File: config.mk
export PLATFORM = sky130hd
export DESIGN_NAME = pdc_driver_ctl
export DESIGN_NICKNAME = d
export VERILOG_FILES = /design/src/pdc_pkg.sv /design/src/pdc_chop_ff.sv /design/src/pdc_driver_ctl.sv /design/src/pdc_sync.sv
export SDC_FILE = /design/constraint.sdc
export NUM_CORES = 1
export LEC_CHECK = 0
export BUFFER_PORTS_ARGS = -buffer_cell sky130_fd_sc_hd__buf_2
export CAP_MARGIN = 40
export CORE_MARGIN = 2
export CORE_UTILIZATION = 45
export DETAILED_ROUTE_END_ITERATION = 10
export PLACE_DENSITY = 0.71
export SLEW_MARGIN = 10
export SYNTH_ARGS = -nofsm -noshare
export SYNTH_HDL_FRONTEND = slang
export SYNTH_SLANG_ARGS = --single-unit
File: constraint.sdc
create_clock -name sys_clk -period 2.2 [get_ports sys_clk]
set_input_delay 0.44 -clock sys_clk [delete_from_list [all_inputs] [get_ports sys_clk]]
set_output_delay 0.44 -clock sys_clk [all_outputs]
set_load 0.01 [all_outputs]
File: src/pdc_pkg.sv
// shared constants of the serial latched print driver control
package pdc_pkg;

    // ------------------------------------------------------------
    // sizes
    // ------------------------------------------------------------
    localparam int CHANNELS = 9;
    localparam int CNT_W = 16;

    // ------------------------------------------------------------
    // timing
    // ------------------------------------------------------------
    localparam int CLK_PERIOD_NS = 100;
    localparam int EN_TIME_NS = 200000;
    localparam int CHOP_PERIOD_NS = 10000;
    localparam int STROBE_GAP_NS = 500;
    // timeout and chop period are exact, so plain division
    localparam logic [15:0] EN_CYCLES = 16'(EN_TIME_NS / CLK_PERIOD_NS);
    localparam logic [15:0] CHOP_CYCLES = 16'(CHOP_PERIOD_NS / CLK_PERIOD_NS);

    // ------------------------------------------------------------
    // enable interval modes and controller states
    // ------------------------------------------------------------
    localparam logic [1:0] MODE_TIMED = 2'h0;
    localparam logic [1:0] MODE_HOST = 2'h1;
    localparam logic [1:0] MODE_CONT = 2'h2;

    typedef enum logic [2:0]
    {
        ST_IDLE = 3'b001,
        ST_TIMED = 3'b010,
        ST_HOST = 3'b100
    } pdc_state_t;

    // ------------------------------------------------------------
    // reset values
    // ------------------------------------------------------------
    localparam logic [8:0] RST_WORD = 9'h000;
    localparam logic [15:0] RST_CNT = 16'h0000;

endpackage

File: src/pdc_chop_ff.sv
// set/reset chopper flip-flop of one output channel
module pdc_chop_ff (
    // clock and reset
    input wire logic sys_clk,
    input wire logic rst,
    // controls
    input wire logic enable,
    input wire logic set_pulse,
    input wire logic trip,
    input wire logic inhibit,
    // driver
    output logic drive
);

    // reset by trip dominates the chop set for current safety
    always_ff @(posedge sys_clk)
    begin
        if (rst || !enable)
            drive <= 1'b0;
        else if (inhibit)
            drive <= 1'b1;
        else if (trip)
            drive <= 1'b0;
        else if (set_pulse)
            drive <= 1'b1;
    end

endmodule // pdc_chop_ff

File: src/pdc_driver_ctl.sv
// serial-in latched nine channel driver control with enable one-shot and chopper

// How it works
// - serial data enters the first stage on each serial clock rise.
// - each later rise moves stages toward serial data out, the last stage.
// - strobe falling edge copies all stages into the latches at once.
// - only channels latched high drive, and only during the enable interval.
// - strobe fall starts the one-shot in timed and host modes; it governs drivers and switch control.
// - timed mode interval is EN_COUNT system clock cycles, counted from the strobe fall.
// - host mode holds outputs on until a rise on the enable timing pin.
// - switch control is active during the interval, inactive outside it.
// - shifting between strobes leaves latches and driver outputs untouched.
// - each channel has its own flip-flop set by a fixed-rate chop pulse.
// - chop inhibit input keeps enabled outputs on without chopping.
// - sensed current trip resets the channel flip-flop until next chop pulse.
// - chop pulses go to odd and even channel groups at different times.
// - reset holds every output off during power-up.
module pdc_driver_ctl #(
    parameter logic [15:0] EN_COUNT = pdc_pkg::EN_CYCLES,
    parameter logic [15:0] CHOP_COUNT = pdc_pkg::CHOP_CYCLES
) (
    // clock and reset
    input wire logic sys_clk,
    input wire logic rst,
    // serial host link
    input wire logic serial_data_in,
    input wire logic serial_clk,
    input wire logic strobe,
    output logic serial_data_out,
    // enable timing pin and its configured mode
    input wire logic enable_timing_pin,
    input wire logic [1:0] enable_mode,
    // current control inputs
    input wire logic chop_inhibit,
    input wire logic [8:0] current_trip,
    // drivers
    output logic [8:0] driver_on,
    output logic external_switch_control
);

    // ------------------------------------------------------------
    // input synchronisation
    // ------------------------------------------------------------
    logic [6:0] pins_s;
    logic [8:0] trip_s;
    logic clk_prev;
    logic strobe_prev;
    logic pin_prev;

    pdc_sync #(.W(7)) u_sync_pins (
        .sys_clk(sys_clk),
        .rst(rst),
        .d({enable_mode, chop_inhibit, enable_timing_pin, strobe, serial_clk, serial_data_in}),
        .q(pins_s)
    );

    pdc_sync #(.W(9)) u_sync_trip (
        .sys_clk(sys_clk),
        .rst(rst),
        .d(current_trip),
        .q(trip_s)
    );

    // named views of synchronised pins
    wire data_s = pins_s[0];
    wire clk_s = pins_s[1];
    wire strobe_s = pins_s[2];
    wire pin_s = pins_s[3];
    wire inhibit_s = pins_s[4];
    wire [1:0] mode_s = pins_s[6:5];

    // edge detection on synchronised levels
    wire clk_rise = clk_s && !clk_prev;
    wire strobe_fall = !strobe_s && strobe_prev;
    wire pin_rise = pin_s && !pin_prev;
    wire mode_host = (mode_s == pdc_pkg::MODE_HOST);
    wire mode_cont = (mode_s == pdc_pkg::MODE_CONT);

    always_ff @(posedge sys_clk)
    begin
        if (rst)
        begin
            clk_prev <= 1'b0;
            strobe_prev <= 1'b0;
            pin_prev <= 1'b0;
        end
        else
        begin
            clk_prev <= clk_s;
            strobe_prev <= strobe_s;
            pin_prev <= pin_s;
        end
    end

    // ------------------------------------------------------------
    // shift register and latches
    // ------------------------------------------------------------
    logic [8:0] shift;
    logic [8:0] latch;

    // shift on clock rise, stage 0 takes the serial input
    always_ff @(posedge sys_clk)
    begin
        if (rst)
            shift <= pdc_pkg::RST_WORD;
        else if (clk_rise)
            shift <= {shift[7:0], data_s};
    end

    // last stage presented for cascading
    always_ff @(posedge sys_clk)
    begin
        if (rst)
            serial_data_out <= 1'b0;
        else
            serial_data_out <= shift[8];
    end

    // parallel copy only on strobe fall
    always_ff @(posedge sys_clk)
    begin
        if (rst)
            latch <= pdc_pkg::RST_WORD;
        else if (strobe_fall)
            latch <= shift;
    end

    // ------------------------------------------------------------
    // enable one-shot
    // ------------------------------------------------------------
    pdc_pkg::pdc_state_t state;
    pdc_pkg::pdc_state_t next_state;
    logic [15:0] en_cnt;
    logic [15:0] next_en_cnt;

    wire timed_done = (en_cnt == EN_COUNT - 16'h0001);
    wire en_active = (state != pdc_pkg::ST_IDLE) || mode_cont;

    // interval sequencing, a strobe fall restarts the interval
    always_comb
    begin
        next_state = state;
        next_en_cnt = en_cnt;
        if (strobe_fall)
        begin
            next_en_cnt = pdc_pkg::RST_CNT;
            if (mode_cont)
                next_state = pdc_pkg::ST_IDLE;
            else if (mode_host)
                next_state = pdc_pkg::ST_HOST;
            else
                next_state = pdc_pkg::ST_TIMED;
        end
        else
        begin
            case (state)
                pdc_pkg::ST_TIMED:
                begin
                    next_en_cnt = en_cnt + 16'h0001;
                    if (timed_done)
                        next_state = pdc_pkg::ST_IDLE;
                end
                pdc_pkg::ST_HOST:
                begin
                    if (pin_rise)
                        next_state = pdc_pkg::ST_IDLE;
                end
                pdc_pkg::ST_IDLE:
                    next_state = pdc_pkg::ST_IDLE;
                default:
                    next_state = pdc_pkg::ST_IDLE;
            endcase
        end
    end

    always_ff @(posedge sys_clk)
    begin
        if (rst)
        begin
            state <= pdc_pkg::ST_IDLE;
            en_cnt <= pdc_pkg::RST_CNT;
        end
        else
        begin
            state <= next_state;
            en_cnt <= next_en_cnt;
        end
    end

    // switch control follows the interval
    always_ff @(posedge sys_clk)
    begin
        if (rst)
            external_switch_control <= 1'b0;
        else
            external_switch_control <= en_active;
    end

    // ------------------------------------------------------------
    // chop oscillator and channels
    // ------------------------------------------------------------
    logic [15:0] chop_cnt;

    wire chop_wrap = (chop_cnt == CHOP_COUNT - 16'h0001);
    wire odd_pulse = (chop_cnt == 16'h0000);
    wire even_pulse = (chop_cnt == (CHOP_COUNT >> 1));

    // free-running chop period counter
    always_ff @(posedge sys_clk)
    begin
        if (rst || chop_wrap)
            chop_cnt <= pdc_pkg::RST_CNT;
        else
            chop_cnt <= chop_cnt + 16'h0001;
    end

    // bit 0 is channel 1, so even bit indices form the odd group
    for (genvar i = 0; i < pdc_pkg::CHANNELS; i++)
    begin : g_chan
        pdc_chop_ff u_ff (
            .sys_clk(sys_clk),
            .rst(rst),
            .enable(en_active && latch[i]),
            .set_pulse((i % 2 == 0) ? odd_pulse : even_pulse),
            .trip(trip_s[i]),
            .inhibit(inhibit_s),
            .drive(driver_on[i])
        );
    end
endmodule // pdc_driver_ctl

File: src/pdc_sync.sv
// two flip-flop synchroniser for pin inputs
module pdc_sync #(
    parameter int W = 1
) (
    // clock and reset
    input wire logic sys_clk,
    input wire logic rst,
    // pins in, synchronised levels out
    input wire logic [W-1:0] d,
    output logic [W-1:0] q
);

    logic [W-1:0] meta;

    // first stage is read only by the second
    always_ff @(posedge sys_clk)
    begin
        if (rst)
        begin
            meta <= '0;
            q <= '0;
        end
        else
        begin
            meta <= d;
            q <= meta;
        end
    end

endmodule // pdc_sync
; After elaboration in Yosys (flattened, before gate mapping)
; Cells that the tools add are included.
[word_totals]
register_bits = 99
input_bits = 18
out_inout_bits = 11
wordCells = 108
[op_classes]
n_addsub = 2
n_eq_ne = 10
n_mux = 26
reduce_logical = 47
[ops]
columns = operator, count
row1 = "adder 16 x 1 -> 16 bit, second input constant", 2
row2 = nonzero test 3 bit, 9
row3 = two-way mux 1 bit, 20
row4 = "equality test 16 x 11 -> 1 bit, second input constant", 1
row5 = "equality test 16 x 6 -> 1 bit, second input constant", 1
row6 = "equality test 16 x 7 -> 1 bit, second input constant", 1
row7 = zero test 16 bit, 1
row8 = two-way mux 3 bit, 5
row9 = logical AND 1 bit, 12
row10 = zero test 1 bit, 12
row11 = logical OR 1 bit, 11
row12 = "inequality test 3 bit, second input constant", 2
row13 = case mux 3 bit (2 select lines), 1
row14 = "equality test 3 x 2 -> 1 bit, second input constant", 1
row15 = "equality test 3 bit, second input constant", 1
row16 = "inequality test 3 x 1 -> 1 bit, second input constant", 1
row17 = "equality test 2 x 1 -> 1 bit, second input constant", 1
row18 = "equality test 2 bit, second input constant", 1
row19 = AND reduction 2 bit, 1
row20 = OR reduction 2 bit, 1

; Depth between registers and ports, before layout
; Gate-level depths: netlist of the first run.
[logic_depth]
ltp_word = 5
mapped_depth = 5
mapped_depth_nobuf = 5

; Cells and area by module
; A second synthesis of the first run with hierarchy kept.
[hier_totals]
hier_cells = 400
hier_area_um2 = 3771.1
[modules_own_cells]
columns = mod, n_inst, cells_per_inst, area_per_inst_um2, seq_area_each_um2
row1 = pdc_driver_ctl, 1, 298, 2457.4, 1161.1
row2 = pdc_sync at u_sync_trip, 1, 37, 489.2, 360.3
row3 = pdc_chop_ff, 9, 4, 46.3, 20.0
row4 = pdc_sync at u_sync_pins, 1, 29, 407.9, 280.3

; Worst setup path after synthesis of the first run
; OpenSTA, ideal clock, no wires.
[synth_path]
path_kind = flip-flop to flip-flop
start = reg chop_cnt[1]
end = reg chop_cnt[14]
setup_ns = 0.070
arrival_ns = 1.474
path_slack_ns = 0.656
stages_incl_launch_ff = 6
path_cell_list = dfxtp_1 > ha_1 > nand3_1 > or2_2 > or3_1 > a21oi_1
[synth_via]
elab_chain_cells = 2
elab_cells_between_ends = 3
classes_between = 1 x add/sub / 1 x eq/ne / 1 x reduce/logical
[synth_lines]
columns = element, line_no
row1 = from (decl), pdc_driver_ctl.sv:202  ; logic [15:0] chop_cnt;
row2 = from (signal assigned), pdc_driver_ctl.sv:212  ; chop_cnt <= pdc_pkg::RST_CNT;
row3 = from (signal assigned), pdc_driver_ctl.sv:214  ; chop_cnt <= chop_cnt + 16'h0001;
row4 = "parallel branches: the longest is 2 deep, another holds adder 16 x 1 -> 16 bit", n/a
; Several ways; the timed one is not identified.
; A chain may end at the register's enable or synchronous reset.

; Final worst setup path of the first run
; Same ends and word-level chain as after synthesis.

==> results_dict.tcl, run 1 <==
set metrics [dict create \
    outcome "completed" \
    via_per_inst 4.99 \
    critPathMaxFanout 6 \
    dp_hpwl_um 4430 \
    grt_max_degree 31 \
    syn_inst 397 \
    post-cts-setup-buffer-count 0 \
    dieArea_um2 9030 \
    cts-root-buf "clkbuf_8" \
    cts_tree "yes" \
    fin_skew_ps 10.2 \
    place.gp.congestion 0.861 \
    finalPower_mw 3.06 \
    drc 0 \
    ctsHoldBuffers 0 \
    nets 440 \
    ctsResizeCount 0 \
    worstPathRequired_ps 2490 \
    synth_mux_area_share_pct 0 \
    synth_nets 421 \
    grt_pass1_vias 2458 \
    cts.clk_slew.worst_paths_ps 100 \
    maxCapViolCount 0 \
    synth_top_family_by_area "simple AND/OR/NAND/NOR gates" \
    cts_buffer_depth 2 \
    fillCellCount 736 \
    core_area_um2 8130 \
    synthSimpleGateAreaFrac_pct 26.0 \
    cp-start-kind "register" \
    area_delta_synth_final_pct 9.90 \
    track_usage_pct 15.8 \
    tns_ps 0 \
    dr_total_vias 2627 \
    grt_antenna_before_repair 0 \
    drive_gt1_share_pct 13.1 \
    min_path_type "input pin to register" \
    tightest_slew_ps 779 \
    crit_buf_inv 0 \
    htree_levels 3 \
    syn_area_um2 3730 \
    drtIter0Drc 117 \
    critPathMaxStageDelay_ps 410 \
    io_buffers 28 \
    synth_top_cells_by_area "dfxtp_1 (53%), nor2b_1 (6.4%), nand2_1 (4.9%)" \
    die-height_um 95.0 \
    cp_cell_sequence "ha_1 > nand3_1 > or2_2 > or3_1 > a21oi_1" \
    finalHoldViolCount 0 \
    boundaryPins 29 \
    p_leak_nw 1.54 \
    end_kind "register" \
    cts_buffers 9 \
    ys.warnings.count 0 \
    relSlewSlack_pct 47.8 \
    drt-pass1-iter-count 7 \
    die_x_um 95.0 \
    num_rows 33 \
    rsz0062_at_grt "false" \
    ys_seq_area_share_pct 53.2 \
    crit_path_top_delay_cell "dfxtp_1" \
    grt_pass1_wl_um 11200 \
    grt_overflow_total 0 \
    fin_crit_sh_pct 77.0 \
    ff_latch_area_um2 1980 \
    period_needed_ps 1690 \
    fin_area_um2 4100 \
    synth_top_area_cell "dfxtp_1" \
    finalMaxSlewViolations 0 \
    synth-xor-area-share_pct 5.40 \
    syn_area_per_cell_um2 9.39 \
    crit_type "register to register" \
    fmax_mhz 591 \
    start_util_pct 45.8 \
    synth_compound_area_share_pct 8.96 \
    arrival_ps 1980 \
    synthDistinctLibCells 37 \
    routedWlPerCell_um 12.1 \
    ant_nets 0 \
    setup_viol 0 \
    num_antenna_cells 0 \
    synthAdderAreaFrac_pct 2.01 \
    multi_input_area_um2 1580 \
    final_cell_mix "dfxtp_1 (99), nand2_1 (49), nor2b_1 (38)" \
    ys_seq_elements 99 \
    drt_wl_total_um 6350 \
    vdd.ir_drop.worst_mv 0.442 \
    cp_top_family "simple AND/OR/NAND/NOR gates" \
    synth_top_area_share_pct 53.2 \
    insertion_delay_ps 350 \
    powerDensity_nw_per_um2 747 \
    layout_commonest_cell "dfxtp_1" \
    place_area_um2 3900 \
    cts.sinks 99 \
    utilization_pct 50.4 \
]
[flip-flops by register name (all words and copies together) (netlist names)]
register,count
pin_prev,1
chop_cnt,16
u_sync_pins.meta,7
state,3
g_chan.u_ff.drive,9
latch,9
shift,9
u_sync_pins.q,7
clk_prev,1
serial_data_out,1
strobe_prev,1
en_cnt,16
u_sync_trip.meta,9
u_sync_trip.q,9
external_switch_control,1
[kinds of logic (layout without fill, tap and decap cells)]
logic type               after synthesis  after routing
AND/OR/NAND/NOR                      186            186
flip-flops                            99             99
AO/OA/AOI/OAI                         49             49
buffers and inverters                 34             58
XOR/XNOR                              23             23
adder cells (fa/ha/maj)                6              6
[worst paths after layout]
path / startpoint / cells past startpoint / endpoint / slack (ps)
worst min register to register: u_sync_pins.q[0] / 2 / shift[0] / 440
worst max register to register: chop_cnt[1] / 5 / chop_cnt[14] / 510
worst max-delay path: chop_cnt[1] / 5 / chop_cnt[14] / 510
worst min-delay path: enable_timing_pin / 2 / u_sync_pins.meta[3] / 290
[synthesized netlist by cell type]
library cell / instances
nor4b_1: 1
nand2b_1: 14
nor2b_1: 38
o22a_1: 1
ha_1: 6
a21oi_1: 26
nand4_1: 6
nand4_2: 1
or2_2: 2
nand3b_1: 1
dfxtp_1: 99
inv_1: 10
buf_2: 1
and3_1: 5
or3b_1: 1
clkbuf_2: 1
xnor2_1: 14
o21ai_0: 5
nor2_1: 33
nand3_1: 9
o211ai_1: 1
a31o_2: 2
buf_4: 9
nand3_2: 1
or3_1: 7
and4_1: 2
nor3_1: 8
o2111ai_1: 1
clkbuf_1: 13
a21o_1: 1
o21a_1: 1
nand2_1: 49
xor2_1: 9
nor4_1: 7
nor3b_4: 1
o2111a_1: 9
a41o_1: 2
[stage by stage]
step / setup WS (ps) / cells / hold slack (ps)
after CTS: 493 / 526 / 279
final: 507 / 526 / 288
after global routing: 358 / 526 / 280
after detailed placement: 518 / 510 / 420
after floorplan: 656 / 397 / 410
after global placement: 524 / 510 / 417
[power breakdown]
part / internal, mW / switching, mW
Sequential: 1.83 / 0.0165
Clock: 0.466 / 0.639
Combinational: 0.0478 / 0.0642
[final cells by class]
cell class / count / share of cell area (%)
flip-flops and latches: 99 / 48.4
multi-input cells: 264 / 38.6
repair buffers: 32 / 4.15
clock buffers: 10 / 3.36
well taps: 105 / 3.21
clock inverters: 6 / 1.37
inverters: 10 / 0.916
[per-layer routing]
layer	routed length, µm	global-route usage (%)	share of wire (%)	vias up
met5	0	0	0	-
met4	102	6.88	1.6	0
met3	230	3.08	3.6	7
met2	2950	25.8	46	40
met1	3070	20.3	48	1217
li1	-	-	-	1363
Note: power is estimated with default switching activity, not from simulation.
==> run 2, diff against run 1 <==
Clock period 2.2 ns to 1.75 ns, I/O delays scaled along.
==> results_dict.tcl, run 2 (synthesis results as in run 1) <==
set metrics [dict create \
    track_usage_pct 14.9 \
    worstPathRequired_ps 2040 \
    grt_max_degree 60 \
    nets 446 \
    grt_overflow_total 0 \
    layout_commonest_cell "dfxtp_1" \
    r2r_setup_slack_ps 160 \
    cp_cell_sequence "ha_1 > nand3_1 > nand2b_1 > or3_1 > a21oi_1" \
    cts-root-buf "clkbuf_8" \
    relSlewSlack_pct 54.7 \
    crit_type "register to register" \
    grt_antenna_before_repair 0 \
    utilization_pct 51.1 \
    cts_buffer_depth 2 \
    rsz0062_at_grt "false" \
    die_x_um 95.0 \
    io_buffers 28 \
    p_leak_nw 1.57 \
    place_inst 516 \
    arrival_ps 1880 \
    ff2ff_path_depth 5 \
    post-cts-setup-buffer-count 0 \
    hold_depth 2 \
    critPathMaxFanout 6 \
    final_cell_mix "dfxtp_1 (99), nand2_1 (49), nor2b_1 (38)" \
    die-height_um 95.0 \
    dr_total_vias 2634 \
    fillCellCount 746 \
    insertion_delay_ps 350 \
    maxCapViolCount 0 \
    dieArea_um2 9030 \
    fin_skew_ps 11.4 \
    via_per_inst 4.95 \
    tns_ps 0 \
    num_antenna_cells 0 \
    ctsResizeCount 0 \
    start_util_pct 45.8 \
    fin_crit_sh_pct 90.8 \
    boundaryPins 29 \
    fmax_mhz 630 \
    drt_wl_total_um 6210 \
    finalMaxSlewViolations 0 \
    r2r-end "en_cnt[14]" \
    layoutNonFillerInstCount 532 \
    r2r_start "en_cnt[0]" \
    finalPower_mw 3.85 \
    core_area_um2 8130 \
    min_path_type "input pin to register" \
    vdd.ir_drop.worst_mv 0.726 \
    cts.clk_slew.worst_paths_ps 100 \
    finalHoldViolCount 0 \
    routedWlPerCell_um 11.7 \
    cp-start-kind "register" \
    whs_endpoint "u_sync_trip.meta[1]" \
    powerDensity_nw_per_um2 927 \
    min-delay-start "current_trip[1]" \
    critPathMaxStageDelay_ps 400 \
    drc 0 \
    drive_gt1_share_pct 14.3 \
    drt-pass1-iter-count 4 \
    setup_viol 0 \
    drtIter0Drc 96 \
    cts.sinks 99 \
    cts_buffers 9 \
    grt_pass1_vias 2442 \
    period_needed_ps 1590 \
    place.gp.congestion 0.843 \
    end_kind "register" \
    tightest_slew_ps 677 \
    top_regs "chop_cnt x16, en_cnt x16" \
    outcome "completed" \
    dp_hpwl_um 4380 \
    num_rows 33 \
    htree_levels 3 \
    ant_nets 0 \
    cts_tree "yes" \
    ctsHoldBuffers 0 \
    crit_path_top_delay_cell "dfxtp_1" \
    area_delta_synth_final_pct 11.4 \
    grt_pass1_wl_um 10700 \
]
## run 2: cell types whose count changed in the layout (fill, tap and decap cells not counted), sizes merged
cell    previous run  this run
clkinv             2         3
clkbuf            10         9
buf               32        38
## run 2: through the flow
| stage | hold slack, ps | instance area [µm²] | worst slack [ps] |
|---|---|---|---|
| 2_1_floorplan | 410 | 3730 | 206 |
| 3_3_place_gp | 417 | 3960 | 265 |
| 3_5_place_dp | 424 | 3960 | 207 |
| 4_1_cts | 187 | 4150 | 175 |
| 5_1_grt | 189 | 4150 | 56.2 |
| 6_report | 199 | 4150 | 162 |
## run 2: layout make-up
cell class / instances / area, µm² / share of cell area, %
Clock buffer: 9 / 124 / 2.98
Clock inverter: 7 / 70.1 / 1.69
Inverter: 10 / 37.5 / 0.904
Multi-Input combinational cell: 264 / 1580 / 38.1
Sequential cell: 99 / 1980 / 47.7
Tap cell: 105 / 131 / 3.16
Timing Repair Buffer: 38 / 228 / 5.48
## run 2: report_power, final
part / switching, mW / internal (mW) / leakage (nW)
Clock: 0.832 / 0.554 / 0.0951
Sequential: 0.0210 / 2.30 / 0.805
Combinational: 0.0803 / 0.0672 / 0.674
## run 2: metal layers
layer  GRT usage (%)  part of all wire [%]
met2            23.2                    45
met3            2.69                   3.3
met5               0                     0
met4            6.88                   1.7
met1            20.3                    50
## run 2: how the worst max path moves through the flow
stage / startpoint / end / slack, ps / cells past startpoint
final: en_cnt[0] / en_cnt[14] / 160 / 5
after global routing: en_cnt[0] / en_cnt[14] / 60 / 5
after CTS: en_cnt[0] / en_cnt[14] / 170 / 5
after detailed placement: en_cnt[0] / en_cnt[14] / 210 / 5
after global placement: state[0] / en_cnt[10] / 270 / 4
after floorplan: chop_cnt[1] / chop_cnt[14] / 210 / 5
## run 2: critical path, delay by kind of cell, from the launching register on
family,cells,cell delay [ps]
simple gates,3,790
flops,1,400
fa+ha+maj,1,190
compound gates,1,140
==> run 3, diff against run 2 <==
Settings changed: CORE_UTILIZATION 45 to 35, PLACE_DENSITY 0.71 to 0.59.
==> results_dict.tcl, run 3 (synthesis results as in run 1) <==
set metrics [dict create \
    cts-root-buf "clkbuf_8" \
    utilization_pct 40.6 \
    cp_top_family "simple AND/OR/NAND/NOR gates" \
    num_antenna_cells 0 \
    grt_antenna_before_repair 0 \
    powerDensity_nw_per_um2 939 \
    ant_nets 0 \
    p_leak_nw 1.58 \
    die-height_um 107 \
    insertion_delay_ps 370 \
    drc 0 \
    dp_hpwl_um 4650 \
    routedWlPerCell_um 11.8 \
    finalMaxSlewViolations 0 \
    track_usage_pct 12.8 \
    io_buffers 28 \
    tightest_slew_ps 660 \
    cts.clk_slew.worst_paths_ps 90 \
    setup_viol 0 \
    worstPathRequired_ps 2060 \
    place_inst 546 \
    vdd.ir_drop.worst_mv 0.559 \
    relSlewSlack_pct 55.9 \
    drt_wl_total_um 6600 \
    num_rows 37 \
    critPathMaxFanout 5 \
    via_per_inst 4.67 \
    crit_path_top_delay_cell "dfxtp_1" \
    fin_crit_sh_pct 89.7 \
    ctsResizeCount 0 \
    final_cell_mix "dfxtp_1 (99), nand2_1 (49), nor2b_1 (38)" \
    dr_total_vias 2627 \
    htree_levels 3 \
    grt_overflow_total 0 \
    die_x_um 107 \
    crit_type "register to register" \
    min_path_type "input pin to register" \
    cts.sinks 99 \
    grt_max_degree 60 \
    fin_skew_ps 11.6 \
    ctsHoldBuffers 0 \
    period_needed_ps 1570 \
    layoutNonFillerInstCount 562 \
    post-cts-setup-buffer-count 0 \
    grt_pass1_wl_um 11400 \
    finalHoldViolCount 0 \
    cts_tree "yes" \
    drt-pass1-iter-count 4 \
    tns_ps 0 \
    drive_gt1_share_pct 14.1 \
    arrival_ps 1880 \
    crit_buf_inv 0 \
    fillCellCount 1025 \
    area_delta_synth_final_pct 12.5 \
    end_kind "register" \
    grt_pass1_vias 2498 \
    start_util_pct 36.1 \
    maxCapViolCount 0 \
    rsz0062_at_grt "false" \
    cts_buffer_depth 2 \
    layout_commonest_cell "dfxtp_1" \
    cts_buffers 9 \
    cp_cell_sequence "ha_1 > nand3_1 > or2_2 > or3_1 > a21oi_1" \
    fmax_mhz 637 \
    boundaryPins 29 \
    critPathMaxStageDelay_ps 410 \
    cp-start-kind "register" \
    finalPower_mw 3.94 \
    place.gp.congestion 0.806 \
    dieArea_um2 11500 \
    drtIter0Drc 143 \
    core_area_um2 10300 \
    nets 445 \
    top_regs "chop_cnt x16, en_cnt x16" \
    outcome "completed" \
]
==> run 3: worst reg2reg max path: stages (launching register included) <==
cell     delay (ps)
dfxtp_1         410
ha_1            230
nand3_1         110
or2_2           310
or3_1           310
a21oi_1         140
==> run 3: layer usage <==
metal	vias to the layer above	wire length, µm	global-route usage [%]
met1	1206	3240	16.6
met4	0	103	5.29
met2	45	2960	19.3
met3	10	302	4.26
met5	-	0	0
li1	1366	-	-
==> run 3: path summary, 6_finish.rpt <==
check,endpoint,slack [ps],depth (start not counted),from
max reg2reg,chop_cnt[14],180,5,chop_cnt[1]
min,u_sync_pins.meta[6],190,2,enable_mode[1]
max,chop_cnt[14],180,5,chop_cnt[1]
min reg2reg,pin_prev,430,2,u_sync_pins.q[3]
==> run 3: area by class of cell <==
cell class | instances | area (µm²) | share of cell area (%)
Tap cell | 136 | 170 | 4.06
Multi-Input combinational cell | 264 | 1580 | 37.7
Timing Repair Buffer | 37 | 220 | 5.25
Sequential cell | 99 | 1980 | 47.3
Clock inverter | 6 | 65.1 | 1.55
Clock buffer | 10 | 138 | 3.28
Inverter | 10 | 37.5 | 0.895
==> run 3: where the power goes <==
part	switching, mW	leakage, nW	internal, mW
Sequential	0.0220	0.805	2.30
Combinational	0.0810	0.668	0.0674
Clock	0.772	0.102	0.699
==> run 3: stage by stage <==
step	instance area [µm²]	hold WS (ps)	setup WS, ps
3_5_place_dp	3990	420	195
3_3_place_gp	3990	418	220
5_1_grt	4190	168	43.5
2_1_floorplan	3730	410	206
4_1_cts	4190	166	162
6_report	4190	187	180
